File: src/include/acs_cfg.svh
/*
  Constants of the converter configuration front end: register offsets, field positions,
  reset values and timing figures. Assumes inclusion by bare name from design files only.
*/
`ifndef ACS_CFG_SVH
`define ACS_CFG_SVH

// clock rate and pin timing figures
`define ACS_CLK_MHZ 20
`define ACS_RST_PULSE_NS 10
`define ACS_SEL_SETUP_NS 25

// serial word layout
`define ACS_WORD_BITS 16
`define ACS_NUM_REGS 32

// wishbone byte addresses
`define ACS_WB_CTRL 8'h00
`define ACS_WB_STATUS 8'h04
`define ACS_WB_LAST 8'h08
`define ACS_WB_CFG_BIT 7

// control and status fields
`define ACS_CTRL_SWRST_BIT 0
`define ACS_CTRL_SPDIS_BIT 1
`define ACS_CTRL_RESET 1'b0
`define ACS_STAT_PIN_BIT 0
`define ACS_STAT_FRAME_BIT 1

// internal configuration registers and fields
`define ACS_REG_SWRST 8'h00
`define ACS_REG_PIN 8'h14
`define ACS_REG_FMT 8'h16
`define ACS_RST_BIT 1
`define ACS_OVRD_BIT 7
`define ACS_IF_BIT 5
`define ACS_GAIN_BIT 4
`define ACS_REF_BIT 3
`define ACS_FMT_BIT 4
`define ACS_CFG_DEFAULT 8'h00

`endif

File: src/include/acs_pkg.sv
/*
  Types of the converter configuration front end.
  Assumes the constants header is compiled alongside; holds no logic.
*/
package acs_pkg;
  typedef logic [7:0] acs_byte_t;

  // one serial word: address byte first, data byte second
  typedef struct packed {
    acs_byte_t addr;
    acs_byte_t data;
  } acs_word_s;

  // codes of the three mode-select pins, pin 1 as msb
  typedef enum logic [2:0] {
    ACS_PD_NORMAL = 3'b000,
    ACS_PD_A_BUF_OFF = 3'b001,
    ACS_PD_B_BUF_OFF = 3'b010,
    ACS_PD_AB_BUF_OFF = 3'b011,
    ACS_PD_AB_DOWN = 3'b100,
    ACS_PD_A_STANDBY = 3'b101,
    ACS_PD_B_STANDBY = 3'b110,
    ACS_PD_MUX = 3'b111
  } acs_pd_mode_e;
endpackage

File: src/include/acs_word_if.sv
/*
  Word carrier between the serial receiver and the register core.
  Assumes both ends run on the same reference clock.
*/
`timescale 1ns/1ps
interface acs_word_if;
  logic word_valid;
  acs_pkg::acs_word_s word;
  logic frame_active;
  logic enable;

  modport rx (output word_valid, output word, output frame_active, input enable);
  modport core (input word_valid, input word, input frame_active, output enable);
endinterface

File: src/acs_serial_rx.sv
/*
  Three-wire write-only serial receiver, oversampled by the reference clock.
  Assumes shift clock well below half the reference rate; pins are asynchronous.
*/
`timescale 1ns/1ps
`include "acs_cfg.svh"
module acs_serial_rx (
  input wire logic clk_i,
  input wire logic rst_b_i,
  input wire logic serial_select_n_i,
  input wire logic shift_clk_i,
  input wire logic serial_input_line_i,
  acs_word_if.rx word_if
);
  localparam logic [3:0] LAST_IDX = 4'(`ACS_WORD_BITS - 1);

  logic [1:0] sel_sync_ff;
  logic [1:0] clk_sync_ff;
  logic [1:0] dat_sync_ff;
  logic clk_d_ff;
  logic [3:0] cnt_ff;
  logic [14:0] shift_ff;
  logic valid_ff;
  acs_pkg::acs_word_s word_ff;

  // two-stage synchronisers; only the second stage is read
  always_ff @(posedge clk_i or negedge rst_b_i) begin
    if (!rst_b_i) begin
      sel_sync_ff <= 2'h3;
      clk_sync_ff <= 2'h0;
      dat_sync_ff <= 2'h0;
      clk_d_ff <= 1'b0; // matches the parked-low shift clock, so no false falling edge after reset
    end else begin
      sel_sync_ff <= {sel_sync_ff[0], serial_select_n_i};
      clk_sync_ff <= {clk_sync_ff[0], shift_clk_i};
      dat_sync_ff <= {dat_sync_ff[0], serial_input_line_i};
      clk_d_ff <= clk_sync_ff[1];
    end
  end

  wire sel_s = sel_sync_ff[1];
  wire clk_s = clk_sync_ff[1];
  wire dat_s = dat_sync_ff[1];
  // shifting only while select is low and the port is enabled
  wire active = ~sel_s & word_if.enable;
  // data taken on each falling shift-clock edge
  wire take = active & clk_d_ff & ~clk_s;
  wire last_bit = take & (cnt_ff == LAST_IDX);
  // select high restarts the count, dropping a partial word
  wire [3:0] nxt_cnt = ~active ? 4'h0 : (take ? 4'(cnt_ff + 4'h1) : cnt_ff);
  wire [14:0] nxt_shift = take ? {shift_ff[13:0], dat_s} : shift_ff;

  // word assembly, msb first, so the address byte arrives first
  always_ff @(posedge clk_i or negedge rst_b_i) begin
    if (!rst_b_i) begin
      cnt_ff <= 4'h0;
      shift_ff <= 15'h0000;
      valid_ff <= 1'b0;
      word_ff <= 16'h0000;
    end else begin
      cnt_ff <= nxt_cnt;
      shift_ff <= nxt_shift;
      valid_ff <= last_bit;
      word_ff <= last_bit ? {shift_ff, dat_s} : word_ff;
    end
  end

  assign word_if.word_valid = valid_ff;
  assign word_if.word = word_ff;
  assign word_if.frame_active = active;

  a_idle_ignore: assert property (@(posedge clk_i) disable iff (!rst_b_i)
    sel_s |=> !valid_ff && cnt_ff == 4'h0) else $error("word or count while select high");
  a_commit_sixteen: assert property (@(posedge clk_i) disable iff (!rst_b_i)
    valid_ff |-> $past(take) && $past(cnt_ff) == 4'hF) else $error("word without sixteenth edge");
  a_restart_count: assert property (@(posedge clk_i) disable iff (!rst_b_i)
    $rose(sel_s) |=> cnt_ff == 4'h0 ##1 !valid_ff) else $error("partial word kept");
  a_addr_first: assert property (@(posedge clk_i) disable iff (!rst_b_i)
    last_bit |=> word_ff.addr == $past(shift_ff[14:7])) else $error("address byte misplaced");
endmodule

File: src/acs_config_top.sv
/*
  Configuration front end of a dual-channel converter: serial register writes,
  hardware and software register reset, parallel pin decode and a Wishbone slave.
  Assumes classic Wishbone on the reference clock; all other pins are asynchronous.
*/
`timescale 1ns/1ps
`include "acs_cfg.svh"
// Operation
// - Serial bits shift in only while select is low.
// - Each data bit is sampled on a falling shift-clock edge.
// - Every sixteenth falling edge commits the word to its register.
// - Trailing bits short of a full word are dropped.
// - Several words may follow inside one select pulse.
// - First byte is the register address, second byte the data.
// - A high pulse on the reset pin restores all register defaults.
// - Writing the software reset bit loads defaults and clears itself.
// - Pin mode: shift-clock level picks gain and reference.
// - Pin mode: select level picks data format and output interface.
// - Mode codes 000 to 011 control the output buffers.
// - Mode codes 100 to 110 power down or put channels in standby.
// - Mode code 111 selects multiplexed output, valid with CMOS only.
// - Override bit zero lets pins govern power-down, one lets registers.
module acs_config_top (
  input wire logic REF_CLK_I,
  input wire logic RST_B_I,
  input wire logic WB_CYC_I,
  input wire logic WB_STB_I,
  input wire logic WB_WE_I,
  input wire logic [7:0] WB_ADR_I,
  input wire logic [3:0] WB_SEL_I,
  input wire logic [31:0] WB_DAT_I,
  output logic [31:0] WB_DAT_O,
  output logic WB_ACK_O,
  input wire logic CFG_RESET_I,
  input wire logic SERIAL_SELECT_N_I,
  input wire logic SHIFT_CLK_I,
  input wire logic SERIAL_INPUT_LINE_I,
  input wire logic [1:0] SHIFT_CLK_LEVEL_I,
  input wire logic [1:0] SELECT_LEVEL_I,
  input wire logic MODE_SELECT_PIN_1_I,
  input wire logic MODE_SELECT_PIN_2_I,
  input wire logic MODE_SELECT_PIN_3_I,
  output logic GAIN_3P5DB_O,
  output logic EXT_REF_O,
  output logic OFFSET_BINARY_O,
  output logic CMOS_OUT_O,
  output logic CHA_BUF_OFF_O,
  output logic CHB_BUF_OFF_O,
  output logic BOTH_POWER_DOWN_O,
  output logic CHA_STANDBY_O,
  output logic CHB_STANDBY_O,
  output logic MUX_MODE_O,
  output logic PIN_MODE_O
);
  // least reset pulse in cycles, rounded up, never below one
  localparam int RST_PULSE_RAW = (`ACS_RST_PULSE_NS * `ACS_CLK_MHZ + 999) / 1000;
  localparam logic [3:0] RST_PULSE_CYC = 4'((RST_PULSE_RAW < 1) ? 1 : RST_PULSE_RAW);
  localparam logic [4:0] IDX_SWRST = 5'(`ACS_REG_SWRST);
  localparam logic [4:0] IDX_PIN = 5'(`ACS_REG_PIN);
  localparam logic [4:0] IDX_FMT = 5'(`ACS_REG_FMT);

  acs_word_if word_if ();

  // serial receiver; it owns the serial pin synchronisers
  acs_serial_rx u_rx (
    .clk_i(REF_CLK_I),
    .rst_b_i(RST_B_I),
    .serial_select_n_i(SERIAL_SELECT_N_I),
    .shift_clk_i(SHIFT_CLK_I),
    .serial_input_line_i(SERIAL_INPUT_LINE_I),
    .word_if(word_if)
  );

  logic [1:0] rst_sync_ff;
  logic [1:0] clk_lvl_sync_ff [2];
  logic [1:0] sel_lvl_sync_ff [2];
  logic [2:0] mode_sync_ff [2];
  logic [3:0] rst_cnt_ff;
  logic [7:0] cfg_ff [`ACS_NUM_REGS];
  logic spdis_ff;
  logic ack_ff;
  logic [31:0] rdat_ff;
  logic [7:0] commit_cnt_ff;
  acs_pkg::acs_word_s last_ff;

  // static pins pass two flops before any decode
  always_ff @(posedge REF_CLK_I or negedge RST_B_I) begin
    if (!RST_B_I) begin
      rst_sync_ff <= 2'h0;
      clk_lvl_sync_ff[0] <= 2'h0;
      clk_lvl_sync_ff[1] <= 2'h0;
      sel_lvl_sync_ff[0] <= 2'h0;
      sel_lvl_sync_ff[1] <= 2'h0;
      mode_sync_ff[0] <= 3'h0;
      mode_sync_ff[1] <= 3'h0;
    end else begin
      rst_sync_ff <= {rst_sync_ff[0], CFG_RESET_I};
      clk_lvl_sync_ff[0] <= SHIFT_CLK_LEVEL_I;
      clk_lvl_sync_ff[1] <= clk_lvl_sync_ff[0];
      sel_lvl_sync_ff[0] <= SELECT_LEVEL_I;
      sel_lvl_sync_ff[1] <= sel_lvl_sync_ff[0];
      mode_sync_ff[0] <= {MODE_SELECT_PIN_1_I, MODE_SELECT_PIN_2_I, MODE_SELECT_PIN_3_I};
      mode_sync_ff[1] <= mode_sync_ff[0];
    end
  end

  wire rst_s = rst_sync_ff[1];
  wire [1:0] clk_lvl_s = clk_lvl_sync_ff[1];
  wire [1:0] sel_lvl_s = sel_lvl_sync_ff[1];
  wire [2:0] pin_code_s = mode_sync_ff[1];

  // reset pin width check; a pulse shorter than one clock period may be missed
  wire [3:0] nxt_rst_cnt = ~rst_s ? 4'h0 : ((rst_cnt_ff == 4'hF) ? rst_cnt_ff : 4'(rst_cnt_ff + 4'h1));
  wire hw_rst = rst_s & (rst_cnt_ff >= 4'(RST_PULSE_CYC - 4'h1));

  always_ff @(posedge REF_CLK_I or negedge RST_B_I) begin
    if (!RST_B_I) begin
      rst_cnt_ff <= 4'h0;
    end else begin
      rst_cnt_ff <= nxt_rst_cnt;
    end
  end

  // a held-high reset pin is pin-only mode; serial is refused there
  wire pin_mode = rst_s;
  assign word_if.enable = ~pin_mode & ~spdis_ff;

  // wishbone decode; one request per ack, ack drops the cycle after it rose
  wire wb_req = WB_CYC_I & WB_STB_I & ~ack_ff;
  wire wb_wr = wb_req & WB_WE_I & WB_SEL_I[0];
  wire hit_ctrl = (WB_ADR_I == `ACS_WB_CTRL);
  wire hit_stat = (WB_ADR_I == `ACS_WB_STATUS);
  wire hit_last = (WB_ADR_I == `ACS_WB_LAST);
  wire hit_cfg = WB_ADR_I[`ACS_WB_CFG_BIT] & (WB_ADR_I[1:0] == 2'h0);
  wire [4:0] wb_idx = WB_ADR_I[6:2];
  wire wb_cfg_wr = wb_wr & hit_cfg;
  wire wb_ctrl_wr = wb_wr & hit_ctrl;

  // serial commits reach only the implemented register range
  wire [7:0] ser_addr = word_if.word.addr;
  wire [7:0] ser_data = word_if.word.data;
  wire ser_wr = word_if.word_valid & (ser_addr[7:5] == 3'h0);
  wire [4:0] ser_idx = ser_addr[4:0];

  // software reset from the serial port, the register window or the control word
  wire ser_swrst = ser_wr & (ser_idx == IDX_SWRST) & ser_data[`ACS_RST_BIT];
  wire wb_cfg_swrst = wb_cfg_wr & (wb_idx == IDX_SWRST) & WB_DAT_I[`ACS_RST_BIT];
  wire wb_ctl_swrst = wb_ctrl_wr & WB_DAT_I[`ACS_CTRL_SWRST_BIT];
  wire sw_rst = ser_swrst | wb_cfg_swrst | wb_ctl_swrst;
  wire load_dflt = hw_rst | sw_rst;

  // register file; defaults win, then serial, then the bus, so a serial word is lost to a same-cycle bus write only if it is a software reset
  always_ff @(posedge REF_CLK_I or negedge RST_B_I) begin
    if (!RST_B_I) begin
      for (int i = 0; i < `ACS_NUM_REGS; i++) begin
        cfg_ff[i] <= `ACS_CFG_DEFAULT;
      end
    end else begin
      for (int i = 0; i < `ACS_NUM_REGS; i++) begin
        if (load_dflt) begin
          cfg_ff[i] <= `ACS_CFG_DEFAULT;
        end else if (ser_wr && ser_idx == 5'(i)) begin
          cfg_ff[i] <= ser_data;
        end else if (wb_cfg_wr && wb_idx == 5'(i)) begin
          cfg_ff[i] <= WB_DAT_I[7:0];
        end
      end
    end
  end

  // bookkeeping of serial commits for software
  always_ff @(posedge REF_CLK_I or negedge RST_B_I) begin
    if (!RST_B_I) begin
      commit_cnt_ff <= 8'h00;
      last_ff <= 16'h0000;
    end else if (word_if.word_valid) begin
      commit_cnt_ff <= 8'(commit_cnt_ff + 8'h01);
      last_ff <= word_if.word;
    end
  end

  // read selection; unmapped addresses answer zero with a normal ack
  wire [31:0] stat_word = {16'h0000, commit_cnt_ff, 6'h00, word_if.frame_active, pin_mode};
  wire [31:0] ctrl_word = {30'h0, spdis_ff, 1'b0};
  wire [31:0] rd_sel = hit_ctrl ? ctrl_word :
                       hit_stat ? stat_word :
                       hit_last ? {16'h0000, last_ff} :
                       hit_cfg ? {24'h000000, cfg_ff[wb_idx]} : 32'h00000000;

  // bus slave flops; the swrst control bit is a pulse and reads zero
  always_ff @(posedge REF_CLK_I or negedge RST_B_I) begin
    if (!RST_B_I) begin
      ack_ff <= 1'b0;
      rdat_ff <= 32'h00000000;
      spdis_ff <= `ACS_CTRL_RESET;
    end else begin
      ack_ff <= wb_req;
      rdat_ff <= wb_req ? rd_sel : rdat_ff;
      spdis_ff <= wb_ctrl_wr ? WB_DAT_I[`ACS_CTRL_SPDIS_BIT] : spdis_ff;
    end
  end

  assign WB_ACK_O = ack_ff;
  assign WB_DAT_O = rdat_ff;

  // serial-mode settings; the override bit hands power-down to the register
  wire [7:0] reg_pin = cfg_ff[IDX_PIN];
  wire [7:0] reg_fmt = cfg_ff[IDX_FMT];
  wire ovrd_eff = ~pin_mode & reg_pin[`ACS_OVRD_BIT];
  wire [2:0] pd_code = ovrd_eff ? reg_pin[2:0] : pin_code_s;
  wire cmos_sel = pin_mode ? sel_lvl_s[1] : reg_pin[`ACS_IF_BIT];
  // levels 00,01,10,11 read as 0, 3/8, 5/8 and full supply
  wire gain_sel = pin_mode ? clk_lvl_s[1] : reg_pin[`ACS_GAIN_BIT];
  wire ext_sel = pin_mode ? (clk_lvl_s[1] ^ clk_lvl_s[0]) : reg_pin[`ACS_REF_BIT];
  wire obin_sel = pin_mode ? (sel_lvl_s[1] ^ sel_lvl_s[0]) : reg_fmt[`ACS_FMT_BIT];

  acs_pkg::acs_pd_mode_e pd_mode;
  assign pd_mode = acs_pkg::acs_pd_mode_e'(pd_code);
  logic a_buf;
  logic b_buf;
  logic ab_down;
  logic a_stby;
  logic b_stby;
  logic mux_req;

  // power-down decode; every code is legal so no default
  always_comb begin
    a_buf = 1'b0;
    b_buf = 1'b0;
    ab_down = 1'b0;
    a_stby = 1'b0;
    b_stby = 1'b0;
    mux_req = 1'b0;
    unique case (pd_mode)
      acs_pkg::ACS_PD_NORMAL: a_buf = 1'b0;
      acs_pkg::ACS_PD_A_BUF_OFF: a_buf = 1'b1;
      acs_pkg::ACS_PD_B_BUF_OFF: b_buf = 1'b1;
      acs_pkg::ACS_PD_AB_BUF_OFF: begin
        a_buf = 1'b1;
        b_buf = 1'b1;
      end
      acs_pkg::ACS_PD_AB_DOWN: ab_down = 1'b1;
      acs_pkg::ACS_PD_A_STANDBY: a_stby = 1'b1;
      acs_pkg::ACS_PD_B_STANDBY: b_stby = 1'b1;
      acs_pkg::ACS_PD_MUX: mux_req = 1'b1;
    endcase
  end

  // outputs are registered so the analog side never sees decode glitches
  always_ff @(posedge REF_CLK_I or negedge RST_B_I) begin
    if (!RST_B_I) begin
      GAIN_3P5DB_O <= 1'b0;
      EXT_REF_O <= 1'b0;
      OFFSET_BINARY_O <= 1'b0;
      CMOS_OUT_O <= 1'b0;
      CHA_BUF_OFF_O <= 1'b0;
      CHB_BUF_OFF_O <= 1'b0;
      BOTH_POWER_DOWN_O <= 1'b0;
      CHA_STANDBY_O <= 1'b0;
      CHB_STANDBY_O <= 1'b0;
      MUX_MODE_O <= 1'b0;
      PIN_MODE_O <= 1'b0;
    end else begin
      GAIN_3P5DB_O <= gain_sel;
      EXT_REF_O <= ext_sel;
      OFFSET_BINARY_O <= obin_sel;
      CMOS_OUT_O <= cmos_sel;
      CHA_BUF_OFF_O <= a_buf;
      CHB_BUF_OFF_O <= b_buf;
      BOTH_POWER_DOWN_O <= ab_down;
      CHA_STANDBY_O <= a_stby;
      CHB_STANDBY_O <= b_stby;
      MUX_MODE_O <= mux_req & cmos_sel;
      PIN_MODE_O <= pin_mode;
    end
  end

  a_hw_rst_dflt: assert property (@(posedge REF_CLK_I) disable iff (!RST_B_I)
    hw_rst |=> cfg_ff[IDX_PIN] == `ACS_CFG_DEFAULT && cfg_ff[IDX_FMT] == `ACS_CFG_DEFAULT)
    else $error("hardware reset left a register set");
  a_sw_rst_clear: assert property (@(posedge REF_CLK_I) disable iff (!RST_B_I)
    ser_swrst |=> !cfg_ff[IDX_SWRST][`ACS_RST_BIT] && cfg_ff[IDX_PIN] == `ACS_CFG_DEFAULT)
    else $error("software reset did not clear");
  a_word_commit: assert property (@(posedge REF_CLK_I) disable iff (!RST_B_I)
    (ser_wr && !load_dflt) |=> cfg_ff[$past(ser_idx)] == $past(ser_data))
    else $error("serial word not committed");
  a_gain_decode: assert property (@(posedge REF_CLK_I) disable iff (!RST_B_I)
    pin_mode |=> GAIN_3P5DB_O == $past(clk_lvl_s[1]) && EXT_REF_O == $past(^clk_lvl_s))
    else $error("gain or reference decode wrong");
  a_fmt_decode: assert property (@(posedge REF_CLK_I) disable iff (!RST_B_I)
    pin_mode |=> CMOS_OUT_O == $past(sel_lvl_s[1]) && OFFSET_BINARY_O == $past(^sel_lvl_s))
    else $error("format or interface decode wrong");
  a_pins_powerdown: assert property (@(posedge REF_CLK_I) disable iff (!RST_B_I)
    (!ovrd_eff && pin_code_s == 3'b100) |=> BOTH_POWER_DOWN_O && !CHA_STANDBY_O && !CHA_BUF_OFF_O)
    else $error("pin power-down decode wrong");
  a_pins_buffers: assert property (@(posedge REF_CLK_I) disable iff (!RST_B_I)
    (!ovrd_eff && pin_code_s == 3'b011) |=> CHA_BUF_OFF_O && CHB_BUF_OFF_O && !BOTH_POWER_DOWN_O)
    else $error("pin buffer decode wrong");
  a_reg_override: assert property (@(posedge REF_CLK_I) disable iff (!RST_B_I)
    (ovrd_eff && reg_pin[2:0] == 3'b101) |=> CHA_STANDBY_O && !CHB_STANDBY_O)
    else $error("override bit ignored");
  a_mux_cmos: assert property (@(posedge REF_CLK_I) disable iff (!RST_B_I)
    MUX_MODE_O |-> CMOS_OUT_O && $past(pd_code) == 3'b111)
    else $error("mux mode without cmos");
  a_ack_single: assert property (@(posedge REF_CLK_I) disable iff (!RST_B_I)
    ack_ff |=> !ack_ff) else $error("ack held two cycles");

  // answer timing, serial gating and flag in pin mode, bus software reset and the remaining power codes
  a_ack_answer: assert property (@(posedge REF_CLK_I) disable iff (!RST_B_I)
    wb_req |=> WB_ACK_O)
    else $error("request not answered");
  a_pin_no_serial: assert property (@(posedge REF_CLK_I) disable iff (!RST_B_I)
    pin_mode |-> !word_if.enable)
    else $error("serial port open in pin mode");
  a_pin_mode_out: assert property (@(posedge REF_CLK_I) disable iff (!RST_B_I)
    pin_mode |=> PIN_MODE_O)
    else $error("pin mode not flagged");
  a_bus_sw_rst: assert property (@(posedge REF_CLK_I) disable iff (!RST_B_I)
    (wb_cfg_swrst || wb_ctl_swrst) |=> !cfg_ff[IDX_SWRST][`ACS_RST_BIT] && cfg_ff[IDX_PIN] == `ACS_CFG_DEFAULT)
    else $error("bus software reset did not clear");
  a_pins_normal: assert property (@(posedge REF_CLK_I) disable iff (!RST_B_I)
    (!ovrd_eff && pin_code_s == 3'b000) |=> !CHA_BUF_OFF_O && !CHB_BUF_OFF_O && !BOTH_POWER_DOWN_O && !MUX_MODE_O)
    else $error("normal code not normal");
  a_pins_buf_a: assert property (@(posedge REF_CLK_I) disable iff (!RST_B_I)
    (!ovrd_eff && pin_code_s == 3'b001) |=> CHA_BUF_OFF_O && !CHB_BUF_OFF_O)
    else $error("channel a buffer decode wrong");
  a_pins_buf_b: assert property (@(posedge REF_CLK_I) disable iff (!RST_B_I)
    (!ovrd_eff && pin_code_s == 3'b010) |=> CHB_BUF_OFF_O && !CHA_BUF_OFF_O)
    else $error("channel b buffer decode wrong");
  a_pins_stby_b: assert property (@(posedge REF_CLK_I) disable iff (!RST_B_I)
    (!ovrd_eff && pin_code_s == 3'b110) |=> CHB_STANDBY_O && !CHA_STANDBY_O && !BOTH_POWER_DOWN_O)
    else $error("channel b standby decode wrong");
  a_mux_request: assert property (@(posedge REF_CLK_I) disable iff (!RST_B_I)
    (pd_code == 3'b111 && cmos_sel) |=> MUX_MODE_O)
    else $error("mux mode not entered");
  a_mux_lvds_off: assert property (@(posedge REF_CLK_I) disable iff (!RST_B_I)
    (pd_code == 3'b111 && !cmos_sel) |=> !MUX_MODE_O)
    else $error("mux mode with lvds");
endmodule

File: config.mk
export PLATFORM = sky130hd
export DESIGN_NAME = acs_config_top
export DESIGN_NICKNAME = d
export VERILOG_FILES = /design/src/include/acs_pkg.sv /design/src/include/acs_word_if.sv /design/src/acs_serial_rx.sv /design/src/acs_config_top.sv
export VERILOG_INCLUDE_DIRS = /design/src /design/src/include
export SDC_FILE = /design/constraint.sdc
export NUM_CORES = 1
export LEC_CHECK = 0
export ABC_AREA = 1
export BUFFER_PORTS_ARGS = -buffer_cell sky130_fd_sc_hd__clkbuf_2
export CORE_MARGIN = 1.5
export CORE_UTILIZATION = 60
export CTS_CLUSTER_SIZE = 16
export DETAILED_ROUTE_END_ITERATION = 7
export GPL_TIMING_DRIVEN = 0
export PLACE_DENSITY = 0.78
export SYNTH_ARGS = -nofsm -noshare
export SYNTH_HDL_FRONTEND = slang
export SYNTH_SLANG_ARGS = --single-unit
File: constraint.sdc
create_clock -name REF_CLK_I -period 4.15 [get_ports REF_CLK_I]
set_clock_uncertainty 0.2 [all_clocks]
set_input_delay 1.0375 -clock REF_CLK_I [delete_from_list [all_inputs] [get_ports REF_CLK_I]]
set_output_delay 1.0375 -clock REF_CLK_I [all_outputs]
set_load 0.01 [all_outputs]
==> impl_metrics.py <==
metrics = {
    "status": {
        "status": "completed",
    },
    "flow_run": {
        "maxCapViolCount": 0,
    },
    "yosys": {
        "ys_warn_count": 0,
        "post_synth_fa_ha_maj_area_fraction_pct": 0.126,
        "synthArstFlopShare_pct": 100,
        "synth_top_family_by_area": "simple AND/OR/NAND/NOR gates",
        "synthSimpleGateAreaFrac_pct": 25.6,
        "synth_area_um2": 19800,
        "synth-edff-count": 0,
        "synth_ff_type": "dfrtp_1",
        "synth_mux_area_share_pct": 0.0505,
        "yosys.cell_types.count": 41,
        "seq_area_frac_synth_pct": 46.5,
        "synth-compound-area-share_pct": 20.1,
        "syn_area_per_cell_um2": 7.41,
        "synth_seq_cells": 368,
        "synth_top_area_share_pct": 46.2,
        "synth_xor_area_share_pct": 0.398,
        "synthesis.instances": 2675,
        "synth_top_area_cell": "dfrtp_1",
        "synthTopCellsByArea": "dfrtp_1 46%, nor2_1 11%, nand2_1 11%, o21ai_0 7.3%, a21oi_1 5.8%",
    },
    "route": {
        "vias_per_cell": 6.29,
        "vias": 20525,
        "wirelength_um": 78400,
        "wl_per_cell_um": 24.0,
        "firstDrtPassIters": 6,
        "final_antenna_net_count": 0,
        "drt_iter0_drc": 3216,
        "drc": 0,
    },
    "cells_and_area": {
        "drive_above_1_share_pct": 10.2,
        "final_common_cell": "nor2_1",
        "final_cell_mix": "570 x nor2_1, 563 x nand2_1, 366 x dfrtp_1",
        "areaGrowthSynthToFinish_pct": 11.8,
        "postLayoutCoreUtil_pct": 68.1,
        "nets": 2856,
        "finalInstanceArea_um2": 22200,
        "num_antenna_cells": 0,
    },
    "cts": {
        "numCtsBuffers": 41,
        "clock_sink_count": 368,
        "cts_tree": "done",
        "cts_root_buf": "clkbuf_16",
        "clockBufferDepth": 3,
        "cts_resized": 0,
        "cts_hold_buf": 0,
        "clkSlewWorstSetupHoldPaths_ps": 60,
        "clk-insertion-delay-late_ps": 550,
        "cts_setup_buffers": 0,
        "cts-htree-levels": 2,
    },
    "floorplanning": {
        "die_area_um2": 34100,
        "pin_count": 104,
        "die_h_um": 185,
        "chipWidth_um": 185,
        "rows": 66,
        "start_util_pct": 60.9,
        "core_area_um2": 32500,
    },
    "worst_setup_path": {
        "crit_slowest_cell": "buf_1",
        "reg2regPathDepth": 8,
        "crit_fanout": 10,
        "cp.arrival_ps": 3910,
        "end_kind": "flip-flop",
        "cp-start-kind": "primary input",
        "cp_common_cell": "nand2_1",
        "path_class": "primary input to flip-flop",
        "crit_path_max_incr_delay_ps": 860,
        "crit_required_ps": 4430,
        "crit_chain": "buf_4 > inv_2 > nor2_4 > buf_1 > nand2_1 > nand4_1 > nand2_1 > nand2_1 > inv_1 > nand3_1 > nand3_1 > nand2_1 > nand2_1 > nand2_1",
    },
    "grt": {
        "grt_pass1_vias": 19672,
        "gr-usage-all-layers_pct": 46.9,
        "grt_first_pass_wirelength_um": 116000,
        "grt_start_max_net_pins": 114,
        "gr-total-overflow": 0,
        "antenna_found_initial": 0,
    },
    "timing": {
        "hold_ws_ps": 146,
        "max_freq_mhz": 276,
        "worstMarginPinSlew_ps": 1180,
        "setup_viol": 0,
        "hold_viol_final": 0,
        "drv_slew": 0,
        "slew_headroom_pct": 21.0,
        "rsz0062_at_grt": "false",
        "fin_crit_ps": 3630,
        "finalCritPeriodShare_pct": 87.4,
    },
    "worst_hold_path": {
        "worstHoldPathType": "flip-flop to flip-flop",
        "whs_path_depth": 0,
    },
    "place": {
        "placed_area_um2": 20800,
        "io_buffer_count": 58,
        "place_hpwl_um": 55200,
        "gp_congestion": 1.06,
    },
    "pwr": {
        "p_per_area_nw_per_um2": 362,
        "ir_worst_vdd_mv": 0.350,
        "leakagePower_nw": 10.2,
    },
}
==> through the flow <==
stage	setup TNS, ps	std cells	power, mW	setup slack (ps)
2_1_floorplan	0	2690	4.03	1420
3_3_place_gp	-2203220	3190	4.31	-6050
3_5_place_dp	0	3193	4.33	232
4_1_cts	0	3261	7.98	760
5_1_grt	0	3261	8.19	494
6_report	0	3261	8.03	522
==> logic make-up after synthesis <==
logic type               count (synthesis)
AO/OA/AOI/OAI                          705
XOR/XNOR                                 9
adder cells (fa/ha/maj)                  2
buffers and inverters                  335
flip-flops                             368
multiplexers                             1
other                                    1
AND/OR/NAND/NOR                       1254
==> flip-flops by register name, summed over array words and instances, names as in the netlist, 3 cells and up <==
signal             flops
WB_DAT_O              16
cfg_ff               240
commit_cnt_ff          8
last_ff               16
mode_sync_ff           3
pin_code_s             3
reg_fmt                8
reg_pin                8
u_rx.cnt_ff            4
u_rx.shift_ff         15
u_rx.word_if.word     16
==> worst max-delay path, delay by kind of cell <==
kind,cells,cell delay (ps)
buf+inv,4,1330
simple gates,10,1530
==> report_power, final <==
group / total, mW / switching (mW) / leakage, nW / internal (mW)
logic: 0.664 / 0.502 / 4.51 / 0.162
registers: 3.64 / 0.0159 / 5.07 / 3.62
clock network: 3.73 / 1.52 / 0.660 / 2.21
==> per-layer routing <==
layer	routed length (µm)	part of all wire [%]	global-route usage, %	up-vias
li1	-	-	-	8957
met1	28500	36	59.0	9523
met4	6420	8.2	32.8	0
met5	0	0	0	-
met2	33000	42	69.4	1601
met3	10400	13	13.7	444
==> cell type report <==
class | count | area [µm²]
Multi-Input combinational cell | 1987 | 9240
Clock buffer | 55 | 1170
Tap cell | 442 | 553
Inverter | 152 | 573
Fill cell | 2890 | 10400
Buffer | 183 | 867
Sequential cell | 368 | 9210
Timing Repair Buffer | 61 | 382
Clock inverter | 13 | 174
==> Yosys cell counts, drive strengths merged, types with 5 or more instances <==
master,number
a211oi,41
a21o,5
a21oi,229
a22oi,38
and2,6
buf,96
clkbuf,87
dfrtp,366
inv,150
nand2,563
nand3,24
nand4,52
nor2,598
nor3,10
o211ai,7
o21a,41
o21ai,338
o22ai,5
xor2,7
==> worst paths after layout <==
| path | from | end | slack (ps) |
|---|---|---|---|
| worst max register to register | rst_sync_ff[1] | cfg_ff[159] | 930 |
| max in group asynchronous | RST_B_I | u_rx.sel_sync_ff[0] | 1920 |
| worst min-delay path | sel_lvl_sync_ff[3] | sel_lvl_s[1] | 150 |
| min in group asynchronous | RST_B_I | cfg_ff[7] | 290 |
| worst min register to register | sel_lvl_sync_ff[3] | sel_lvl_s[1] | 150 |
| worst max-delay path | WB_ADR_I[3] | WB_DAT_O[6] | 520 |
Note: power is estimated with default switching activity, not from simulation.
